File: src/fcrb_regs.svh
// Register offsets, field positions and reset values of the flash control bank
// Operation
// - The controlled flash array holds 16384 bytes.
// - Staging writes only store; active copy loads only on commit key write.
// - Disable pattern after reset; only active enable pattern permits commands.
// - Window 00 is standard; 10 maps code C000-FFFF onto data C000-FFFF.
// - Commit register is write-only; only the key transfers staged settings.
// - Key commit with enable pattern staged puts the flash array active.
// - Monitor at commit address reads active unlock, boot, window, ROM select.
// - Unlock flag reads 1 only when enable pattern is active.
// - Monitor bits 7 and 6 always read zero.
// - In serial mode boot-map monitor bit always reads 1.
// - Standby bit: 0 disables, 1 enables standby; resets to 0.
// - Standby bit writes accepted only from code running in RAM.
// - Flash access while standby bit is 1 triggers a standby reset.
// - Standby register reads all zero.
// - Serial mode: serial clock input bit blocks at 0, passes at 1.
// - Other-port bit gates all port inputs except serial rx, tx, clock.
// - Processor mode: port input register ignores writes, reads zero.
// - Processor mode keeps all port inputs enabled.
`ifndef FCRB_REGS_SVH
`define FCRB_REGS_SVH
// Printed offsets are word indices; byte address is four times the index
`define FCRB_IDX_STAGING   16'h0fd0
`define FCRB_IDX_COMMIT    16'h0fd1
`define FCRB_IDX_STANDBY   16'h0fd2
`define FCRB_IDX_PORTIN    16'h0fd3
`define FCRB_COMMIT_KEY    8'hd5
`define FCRB_UNLOCK_EN     3'h5
`define FCRB_UNLOCK_DIS    3'h2
`define FCRB_WIN_STD       2'h0
`define FCRB_WIN_HIGH      2'h2
`define FCRB_STAGING_RST   8'h40
`define FCRB_POS_UNLOCK    5
`define FCRB_POS_BOOT      4
`define FCRB_POS_WIN       2
`define FCRB_POS_ROMSEL    1
`define FCRB_POS_FLAG      5
`define FCRB_POS_SCLK_EN   1
`define FCRB_POS_OTHER_EN  0
`define FCRB_FLASH_BYTES   16384
`endif

File: src/fcrb_pkg.sv
// Types shared by the flash control bank
package fcrb_pkg;
  typedef enum logic [1:0] {
    FCRB_IDLE   = 2'b01,
    FCRB_ACCESS = 2'b10
  } fcrb_phase_t;

  typedef struct packed {
    fcrb_phase_t phase;
    logic [7:0]  staging;
    logic [2:0]  act_unlock;
    logic        act_boot;
    logic [1:0]  act_window;
    logic        act_romsel;
    logic        flash_active;
    logic        standby;
    logic        sclk_bit;
    logic        other_bit;
    logic        sclk_en;
    logic        other_en;
    logic        standby_rst;
    logic        pready;
    logic        pslverr;
    logic [31:0] prdata;
  } fcrb_state_t;
endpackage : fcrb_pkg

File: src/fcrb_top.sv
// Flash control register bank with APB slave
`timescale 1ns/1ps
`default_nettype none
`include "fcrb_regs.svh"

module fcrb_top #(
  parameter int FLASH_BYTES = `FCRB_FLASH_BYTES
) (
  input  wire logic        pclk,
  input  wire logic        presetn,
  input  wire logic        psel,
  input  wire logic        penable,
  input  wire logic        pwrite,
  input  wire logic [15:0] paddr,
  input  wire logic [31:0] pwdata,
  input  wire logic [3:0]  pstrb,
  output logic      [31:0] prdata,
  output logic             pready,
  output logic             pslverr,
  input  wire logic        serial_prog_mode,
  input  wire logic        exec_from_ram,
  input  wire logic        flash_access,
  output logic             cmd_seq_enable,
  output logic             flash_active,
  output logic             boot_rom_a,
  output logic [1:0]       window_map_active,
  output logic             rom_select_active,
  output logic             standby_request_bit,
  output logic             standby_reset,
  output logic             serial_clk_input_en,
  output logic             other_port_input_en
);
  import fcrb_pkg::*;

  // ****************************************
  // Elaboration checks
  // ****************************************
  if (FLASH_BYTES != `FCRB_FLASH_BYTES) begin : g_bad_size
    $error("flash size not supported");
  end

  function automatic logic hit(input logic [15:0] a, input logic [15:0] idx);
    hit = (a == {idx[13:0], 2'b00});
  endfunction : hit

  fcrb_state_t st;
  fcrb_state_t next_st;

  logic setup;
  logic wr_done;
  logic key_wr;
  logic lo_lane;
  logic addr_known;

  assign setup   = psel && !penable;
  assign wr_done = psel && penable && st.pready && pwrite;
  assign lo_lane = pstrb[0];
  assign addr_known = hit(paddr, `FCRB_IDX_STAGING) ||
                      hit(paddr, `FCRB_IDX_COMMIT) ||
                      hit(paddr, `FCRB_IDX_STANDBY) ||
                      hit(paddr, `FCRB_IDX_PORTIN);
  assign key_wr  = wr_done && lo_lane && hit(paddr, `FCRB_IDX_COMMIT) &&
                   (pwdata[7:0] == `FCRB_COMMIT_KEY);

  // ****************************************
  // Next state
  // ****************************************
  always_comb begin
    next_st = st;
    next_st.standby_rst = 1'b0;
    next_st.pready      = 1'b0;
    next_st.pslverr     = 1'b0;
    unique case (st.phase)
      FCRB_IDLE: begin
        if (setup) begin
          next_st.phase  = FCRB_ACCESS;
          next_st.pready = 1'b1;
          next_st.prdata = 32'h0000_0000;
          if (hit(paddr, `FCRB_IDX_STAGING)) begin
            next_st.prdata[7:0] = st.staging;
          end else if (hit(paddr, `FCRB_IDX_COMMIT)) begin
            // Same address: writes hit the key, reads see the active copy
            next_st.prdata[`FCRB_POS_FLAG] = (st.act_unlock == `FCRB_UNLOCK_EN);
            next_st.prdata[`FCRB_POS_BOOT] = st.act_boot | serial_prog_mode;
            next_st.prdata[`FCRB_POS_WIN +: 2] = st.act_window;
            next_st.prdata[`FCRB_POS_ROMSEL] = st.act_romsel;
          end else if (hit(paddr, `FCRB_IDX_STANDBY)) begin
            next_st.prdata = 32'h0000_0000;
          end else if (hit(paddr, `FCRB_IDX_PORTIN)) begin
            if (serial_prog_mode) begin
              next_st.prdata[`FCRB_POS_SCLK_EN]  = st.sclk_bit;
              next_st.prdata[`FCRB_POS_OTHER_EN] = st.other_bit;
            end
          end else begin
            next_st.pslverr = 1'b1;
          end
        end
      end
      FCRB_ACCESS: begin
        next_st.phase = FCRB_IDLE;
        if (wr_done && lo_lane && !st.pslverr) begin
          if (hit(paddr, `FCRB_IDX_STAGING)) begin
            next_st.staging = pwdata[7:0];
          end
          if (hit(paddr, `FCRB_IDX_STANDBY) && exec_from_ram) begin
            next_st.standby = pwdata[0];
          end
          if (hit(paddr, `FCRB_IDX_PORTIN) && serial_prog_mode) begin
            next_st.sclk_bit  = pwdata[`FCRB_POS_SCLK_EN];
            next_st.other_bit = pwdata[`FCRB_POS_OTHER_EN];
          end
        end
        if (key_wr) begin
          // Other values fall through and change nothing
          next_st.act_unlock   = st.staging[`FCRB_POS_UNLOCK +: 3];
          next_st.act_boot     = st.staging[`FCRB_POS_BOOT];
          next_st.act_window   = st.staging[`FCRB_POS_WIN +: 2];
          next_st.act_romsel   = st.staging[`FCRB_POS_ROMSEL];
          next_st.flash_active = (st.staging[`FCRB_POS_UNLOCK +: 3] == `FCRB_UNLOCK_EN);
        end
      end
    endcase
    // A flash access in standby resets the array; bit survives for RAM code
    if (st.standby && flash_access) begin
      next_st.standby_rst = 1'b1;
    end
    // Processor mode forces every input open whatever the bits hold
    next_st.sclk_en  = serial_prog_mode ? next_st.sclk_bit : 1'b1;
    next_st.other_en = serial_prog_mode ? next_st.other_bit : 1'b1;
  end

  // ****************************************
  // State register
  // ****************************************
  always_ff @(posedge pclk or negedge presetn) begin
    if (!presetn) begin
      st              <= '0;
      st.phase        <= FCRB_IDLE;
      st.staging      <= `FCRB_STAGING_RST;
      st.act_unlock   <= `FCRB_UNLOCK_DIS;
      st.act_window   <= `FCRB_WIN_STD;
      st.sclk_en      <= 1'b1;
      st.other_en     <= 1'b1;
    end else begin
      st <= next_st;
    end
  end

  assign prdata              = st.prdata;
  assign pready              = st.pready;
  assign pslverr             = st.pslverr;
  // Flash active is loaded with the same compare as the unlock copy, so one flop serves both
  assign cmd_seq_enable      = st.flash_active;
  assign flash_active        = st.flash_active;
  assign boot_rom_a          = st.act_boot;
  assign window_map_active   = st.act_window;
  assign rom_select_active   = st.act_romsel;
  assign standby_request_bit = st.standby;
  assign standby_reset       = st.standby_rst;
  assign serial_clk_input_en = st.sclk_en;
  assign other_port_input_en = st.other_en;
endmodule : fcrb_top

`default_nettype wire
File: config.mk
export PLATFORM = sky130hd
export DESIGN_NAME = fcrb_top
export DESIGN_NICKNAME = d
export VERILOG_FILES = /design/src/fcrb_pkg.sv /design/src/fcrb_top.sv
export VERILOG_INCLUDE_DIRS = /design/src
export SDC_FILE = /design/constraint.sdc
export NUM_CORES = 1
export LEC_CHECK = 0
export BUFFER_PORTS_ARGS = -buffer_cell sky130_fd_sc_hd__buf_2
export CAP_MARGIN = 10
export CORE_MARGIN = 3
export CORE_UTILIZATION = 30
export DETAILED_ROUTE_END_ITERATION = 6
export HOLD_SLACK_MARGIN = 0.02
export SKIP_LAST_GASP = 1
export SYNTH_ARGS = -nofsm -noshare
export SYNTH_HDL_FRONTEND = slang
export SYNTH_SLANG_ARGS = --single-unit
File: constraint.sdc
create_clock -name pclk -period 2.2 [get_ports pclk]
set_clock_uncertainty 0.1 [all_clocks]
set_input_delay 0.11 -clock pclk [delete_from_list [all_inputs] [get_ports pclk]]
set_output_delay 0.11 -clock pclk [all_outputs]
set_load 0.01 [all_outputs]
==> results by group, run 1 <==
Floorplanning
  • Die area: 7100 sq um
  • Core Region: approximately 5700 sq um
  • Row count: 27
  • Die W: ~84 um
  • Die height: around 84 um
  • Io pins: 104
  • Initial core utilization: 0.322

Global route
  • First-pass GRT wire length: around 6000 um
  • Pin count of the biggest net entering global routing: 35
  • Initial antenna violation count: 0
  • GRT Resource Usage Total: 0.105
  • Vias in the first global route: approximately 1200
  • Grt ovf: 0

Synth
  • Distinct cells, synth: 36
  • Ys Warns: 0
  • Post-synthesis cell count: around 170
  • Syn_area_per_cell: 11.1 sq um
  • Async SR Flop Fraction: 1.00
  • Synth top area share: 0.395
  • #FFs+latches synth: 34
  • Top_reg_cell synth: dfrtp_1
  • Synth Cell Area: ~1800 sq um
  • Cell taking the most area after synthesis: dfrtp_1
  • Seq/Total Area, Yosys: 0.466
  • Area contributors post-synth: dfrtp_1 (39%), buf_4 (14%), mux2_2 (12%)
  • Number of flops mapped to enable cells by yosys: 0

Final layout
  • Sequential cell area: approximately 860 sq um
  • Top reg by flops: st
  • Final Util: 0.384
  • Layout cells sized above 1: 0.408
  • Largest register FFs: 15
  • Cell area after layout: between 2000 and 2500 sq um
  • P&R area growth vs syn: 19.3%
  • Diodes inserted: 0
  • Most frequent cells in the layout: buf_2 (52), dfrtp_1 (29), conb_1 (24)
  • Final Net Count: roughly 280
  • Area taken by multi-input logic gates: ~750 sq um
  • Commonest non-fill, non-tap cell in the layout: buf_2
  • Fillers: ~590

Clocking
  • Maximum buffer depth of the clock tree: 2
  • Clock slew seen by the registers of the worst setup and hold paths: 0.06 ns
  • H-tree levels: 2
  • CTS Buf Count: 5
  • TritonCTS Sinks: 34
  • Postcts setup bufs: 0
  • Root Driver: clkbuf_8
  • Clock latency on the worst-skew pair: about 0.28 ns
  • CTS tree: done

STA
  • Worst slew margin: 0.515
  • Max Clk Rate: between 500 and 600 MHz
  • Hold Vio Cnt, Final: 0
  • Min cycle time layout: between 1.5 and 2 ns
  • RSZ-0062 raised after global routing: false
  • # setup viols final: 0
  • Worst slew pin tran: around 0.73 ns
  • Tcrit/Tclk final: 0.840
  • Fin. max-slew vios: 0
  • Total Neg Setup Slack: 0 ns

Flow run
  • MaxCap Viol Count: 0

Critical path
  • Worst setup SP type: primary input
  • WP data arrival: 1.91 ns
  • Required @ worst endpoint: 2.26 ns
  • Setup CP Type: in -> reg
  • Worst-path maximum fanout: 8
  • CP Capture Type: flop

Placed design
  • Placed wire-length estimate: roughly 2800 um
  • Global placer's final weighted congestion: roughly 0.72
  • IO buf count: 52
  • Area after DPL: slightly above 2000 sq um

Drt
  • Detailed Routing Iterations Pass 1: 4
  • Vias per cell: ~4.3
  • ANT nets after route: 0
  • Remaining DRCs: 0
  • Total number of vias: 1263
  • Final wirelength: roughly 3700 um
  • Initial DRC count: between 50 and 60
  • Wire length per cell: between 10 and 15 um

Power and ir drop
  • PD cells: about 570 nW/um^2
  • Leakage: 1.13 nW
  • Peak supply drop: between 0.2 and 0.25 mV

Run status
  • Outcome: complete, no violations

Hold path
  • HP Class: in -> reg
repair_timing:
action                                  4_1_cts  5_1_grt
endpoints found under the setup margin        0        0
hold endpoints to repair                     38        0
resized for setup                             0        0
hold buffers                                  9        0
report_power, final:
group / total (mW) / internal, mW / leakage, nW / switching (mW)
clock network: 0.430 / 0.224 / 0.0395 / 0.206
registers: 0.669 / 0.659 / 0.454 / 0.0103
logic: 0.159 / 0.0620 / 0.636 / 0.0971
area by class of cell:
type / count / area share
inverters: 7 / 0.0120
repair buffers: 66 / 0.177
clock buffers: 8 / 0.0365
flip-flops and latches: 34 / 0.391
well taps: 72 / 0.0411
multi-input cells: 108 / 0.342
synth_stat cells (2+ instances only):
library cell	number
nor4_4	2
and3_1	2
inv_1	7
nand2_1	12
mux2_2	19
mux2i_1	2
nor2b_1	3
dfrtp_1	29
a21oi_1	3
and4b_1	2
nand3_1	6
nor2_1	3
and2_1	2
dfstp_2	5
nand2b_1	2
o41ai_1	2
or3_1	3
clkbuf_1	2
o21ai_0	2
buf_4	35
o31ai_1	8
critical path: stages:
cell and delay [ns]:
dlygate4sd3_1 0.53, buf_2 0.12, and4b_1 0.23, nand4_1 0.18
nor4_4 0.17, buf_4 0.21, mux2_2 0.35
metal layers:
metal / vias to the layer above / GRT usage / share of wire
li1: 633 / - / -
met1: 574 / 0.140 / 0.48
met2: 51 / 0.161 / 0.44
met3: 5 / 0.0353 / 0.068
met4: 0 / 0.0307 / 0.011
met5: - / 0 / 0
through the flow:
step	power, mW	hold WS, ns	instances	worst slack, ns
3_5_place_dp	0.829	0.119	278	0.286
4_1_cts	1.28	0.0239	295	0.364
5_1_grt	1.33	0.0359	295	0.259
3_3_place_gp	0.826	0.119	278	0.296
6_report	1.26	0.0308	295	0.353
2_1_floorplan	0.793	-0.286	189	0.358
worst paths after layout:
kind                           start                  end  slack, ns  cells past startpoint
min in group asynchronous    presetn        standby_reset       0.32                      2
max in group asynchronous    presetn               st[47]       1.21                      2
setup / recovery           pwdata[5]               st[47]       0.35                      7
hold reg to reg            prdata[7]            prdata[7]       0.37                      2
hold / removal                  psel               st[57]       0.03                      3
setup reg to reg              st[57]  standby_request_bit       0.41                      5
cell families after synthesis:
family / count (synthesis) / synth area share
AND/OR/NAND/NOR: 47 / 0.172
multiplexers: 21 / 0.127
flip-flops: 34 / 0.466
AO/OA/AOI/OAI: 16 / 0.0599
buffers and inverters: 47 / 0.172
other: 1 / 0.00204
Power figures use the tool's default switching activity.
==> run 2: changes to the inputs <==
--- a/config.mk
+++ b/config.mk
@@ -6,6 +6,7 @@
 export SDC_FILE = /design/constraint.sdc
 export NUM_CORES = 1
 export LEC_CHECK = 0
+export ABC_AREA = 1
 export BUFFER_PORTS_ARGS = -buffer_cell sky130_fd_sc_hd__buf_2
 export CAP_MARGIN = 10
 export CORE_MARGIN = 3
==> constraint.sdc (replaced) <==
create_clock -name pclk -period 1.65 [get_ports pclk]
set_clock_uncertainty 0.1 [all_clocks]
set_input_delay 0.0825 -clock pclk [delete_from_list [all_inputs] [get_ports pclk]]
set_output_delay 0.0825 -clock pclk [all_outputs]
set_load 0.01 [all_outputs]
==> run 2 against run 1 <==
Effect of this change: area after synthesis increased by 13%; synthesized cell count increased by 57%; first-iteration DRC count increased by 63%; largest cell class is now multi-input combinational cells; hold slack improved by 0.030 ns; critical path type unchanged; count of clock-buffer cells in the layout decreased by 2; core utilization decreased by 0.89 points; sequential share of layout area decreased by 4.1 points; sequential power increased by 36%.
==> results by group, run 2 <==
Drt
  • Total number of vias: 1685 (+33%)
  • Detailed Routing Iterations Pass 1: 4 (unchanged)
  • Final wirelength: 4440 um (+22%)
  • Remaining DRCs: 0 (unchanged)
  • Vias per cell: 4.23 (-1.1%)
  • Initial DRC count: 96 (+63%)
  • Wire length per cell: 11.2 um (-9.9%)
  • ANT nets after route: 0 (unchanged)

STA
  • Hold slack: 0.0608 ns (+0.0299 ns)
  • Max Clk Rate: about 670 MHz
  • Hold Vio Cnt, Final: 0 (unchanged)
  • Total Neg Setup Slack: 0 ns (unchanged)
  • Fin. max-slew vios: 0 (unchanged)
  • # setup viols final: 0 (unchanged)
  • Min cycle time layout: 1.50 ns
  • RSZ-0062 raised after global routing: false
  • Tcrit/Tclk final: 0.907

Placed design
  • Placed wire-length estimate: 3450 um (+22%)
  • Global placer's final weighted congestion: 0.839 (+16%)
  • Dpl cells: 377 (+36%)
  • IO buf count: 52 (unchanged)

Clocking
  • CTS tree: done
  • TritonCTS Sinks: 34 (unchanged)
  • CTS Buf Count: 5 (unchanged)
  • Clock latency on the worst-skew pair: 0.28 ns (about the same)
  • Postcts setup bufs: 0 (unchanged)
  • H-tree levels: 2 (unchanged)
  • Maximum buffer depth of the clock tree: 2 (unchanged)
  • Clock slew seen by the registers of the worst setup and hold paths: 0.07 ns (about the same)
  • Root Driver: clkbuf_8

Final layout
  • Commonest non-fill, non-tap cell in the layout: nand2_1
  • P&R area growth vs syn: 18.2%
  • Top reg by flops: st
  • Fillers: 692 (+18%)
  • Most frequent cells in the layout: nand2_1 (67), buf_2 (52), dfrtp_1 (29)
  • Sequential cell area: 857 sq um (unchanged)
  • Area taken by multi-input logic gates: 866 sq um (+15%)
  • Final Util: 0.375 (-0.00886)
  • Diodes inserted: 0 (unchanged)
  • Fin cells: 398 (+35%)
  • Final Net Count: 380 (+35%)
  • Layout cells sized above 1: 0.290 (-0.118)
  • Largest register FFs: 15 (unchanged)

Critical path
  • Worst-path maximum fanout: 10 (+2)
  • Reg2reg end: pslverr
  • Worst setup SP type: primary input
  • Required @ worst endpoint: 1.71 ns (-0.55 ns)
  • Worst R2R Setup Slack: 0.22 ns (-0.19 ns)
  • WP data arrival: 1.56 ns (-0.35 ns)
  • Crit path launch: pwdata[0]
  • Worst Reg-to-Reg Cells: 7 (+2)
  • Setup CP Type: in -> reg
  • Worst Setup EP: window_map_active[1]
  • Start of the worst register-to-register path: st[56]
  • CP Capture Type: flop

Synth
  • Distinct cells, synth: 28 (-22%)
  • Synth Cell Area: 2070 sq um (+13%)
  • #FFs+latches synth: 34 (unchanged)
  • Ys Warns: 0 (unchanged)
  • Cell taking the most area after synthesis: dfrtp_1
  • Synth cell count leaders: nand2_1 (67), buf_4 (36), dfrtp_1 (29)
  • Async SR Flop Fraction: 1.00 (unchanged)
  • Seq/Total Area, Yosys: 0.414 (-0.0527)
  • Area contributors post-synth: dfrtp_1 (35%), buf_4 (13%), nand2_1 (12%)
  • Post-synthesis cell count: 261 (+57%)
  • Syn_area_per_cell: 7.94 sq um (-28%)
  • Top_reg_cell synth: dfrtp_1
  • Number of flops mapped to enable cells by yosys: 0 (unchanged)
  • Count leader, synth: nand2_1
  • Synth top area share: 0.350 (-0.0446)

Power and ir drop
  • Logic pwr share: 0.169 (+0.043)
  • Clk pwr share: 0.326 (-0.016)
  • Share of total power in sequential cells: 0.505 (-0.027)
  • P_int: 1.28 mW (+36%)
  • Peak supply drop: 0.478 mV (+120%)
  • P_sw: 512 uW (+64%)
  • Leakage: 1.43 nW (+27%)
  • Switching part of the total: 0.285 (+0.0363)
  • PD cells: 733 nW/um^2 (+28%)

Global route
  • GRT Resource Usage Total: 0.117 (+0.0125)
  • Vias in the first global route: 1569 (+26%)
  • Met3 Use GR: 0.0313 (-0.00399)
  • Grt ovf: 0 (unchanged)
  • M2 GR Usage: 0.202 (+0.0416)
  • GR peak layer: met2
  • First-pass GRT wire length: 7220 um (+20%)
  • Pin count of the biggest net entering global routing: 35 (unchanged)
  • Met1 Use GR: 0.146 (+0.00545)
  • Initial antenna violation count: 0 (unchanged)

Floorplanning
  • Io pins: 104 (unchanged)
  • Die area: 7940 sq um (+12%)
  • Core Region: 6530 sq um (+14%)
  • Die height: 89.1 um (+5.7%)
  • Initial core utilization: 0.317 (-0.00470)
  • Die W: 89.1 um (+5.7%)
  • Row count: 29 (+7.4%)

Run status
  • Outcome: complete, no violations

Flow run
  • MaxCap Viol Count: 0 (unchanged)

Hold path
  • HP Class: in -> reg
-- run 2: cell count changes in the layout (fill, tap and decap cells not counted), sizes merged, moves of 3 or more --
| cell | delta |
|---|---|
| clkinv | +3 |
| mux2 | -19 |
| inv | +26 |
| o31ai | -8 |
| dlygate4sd3 | +4 |
| nor2 | +23 |
| nand4 | +3 |
| nor4 | -3 |
| nand2 | +62 |
| o21ai | +17 |
| nand3 | +17 |
| or3 | -3 |
| nor3 | +3 |
| nor2b | -3 |
-- run 2: worst min path at each step --
stage,from,to,slack (ns),cells after the start
after global placement,presetn,prdata[0],0.05,2
after detailed placement,presetn,prdata[0],0.04,2
after global routing,psel,st[57],0.11,5
after CTS,psel,st[57],0.07,5
final,psel,st[57],0.06,5
after floorplan,presetn,boot_rom_a,-0.31,0
-- run 2: cell type report --
cell class	count	share of cell area
inverter	34	0.0552
clock inverter	2	0.00409
multi-input combinational	177	0.353
sequential	34	0.350
timing repair buffer	68	0.169
tap	77	0.0393
clock buffer	6	0.0296
-- run 2: power groups by stage --
| stage | clock network (mW) | registers, mW | logic [mW] |
|---|---|---|---|
| finish | 0.585 | 0.907 | 0.304 |
| global route | 0.642 | 0.915 | 0.352 |
| CTS | 0.609 | 0.908 | 0.309 |
| detailed placement | 0 | 0.924 | 0.284 |
| global placement | 0 | 0.923 | 0.282 |
| floorplan | 0 | 0.926 | 0.221 |
-- run 2: layer usage --
| layer | vias to the layer above | wire (um) |
|---|---|---|
| met4 | 0 | 28 |
| met1 | 757 | 1980 |
| li1 | 868 | - |
| met3 | 2 | 291 |
| met2 | 58 | 2150 |
| met5 | - | 0 |
-- run 2: kinds of logic after synthesis --
family / Yosys count / share of synthesized area
simple gates: 133 / 0.320
buf+inv: 73 / 0.213
flops: 34 / 0.414
compound gates: 20 / 0.0519
other cells: 1 / 0.00181
-- run 2: critical path, cell delays in order --
cell and delay [ns]:
dlygate4sd3_1 0.51, buf_2 0.15, inv_2 0.04, nor2_1 0.06, and2_1 0.17, nand3_1 0.10, nor2_2 0.18, nand2_4 0.12
nand2_1 0.08, o21ai_1 0.06
-- run 2: repair_timing --
item                                   4_1_cts  5_1_grt
setup endpoints to repair                    0        9
hold buffers                                13        0
endpoints found under the hold margin       42        0
gates resized for setup                      0        1
-- run 2: per-stage QoR --
stage          area [sq um]  setup WS (ns)  total power [mW]
2_1_floorplan          2160          0.312              1.15
3_3_place_gp           2230          0.219              1.20
3_5_place_dp           2230          0.185              1.21
4_1_cts                2440         0.0699              1.83
5_1_grt                2450         0.0150              1.91
6_report               2450          0.153              1.80
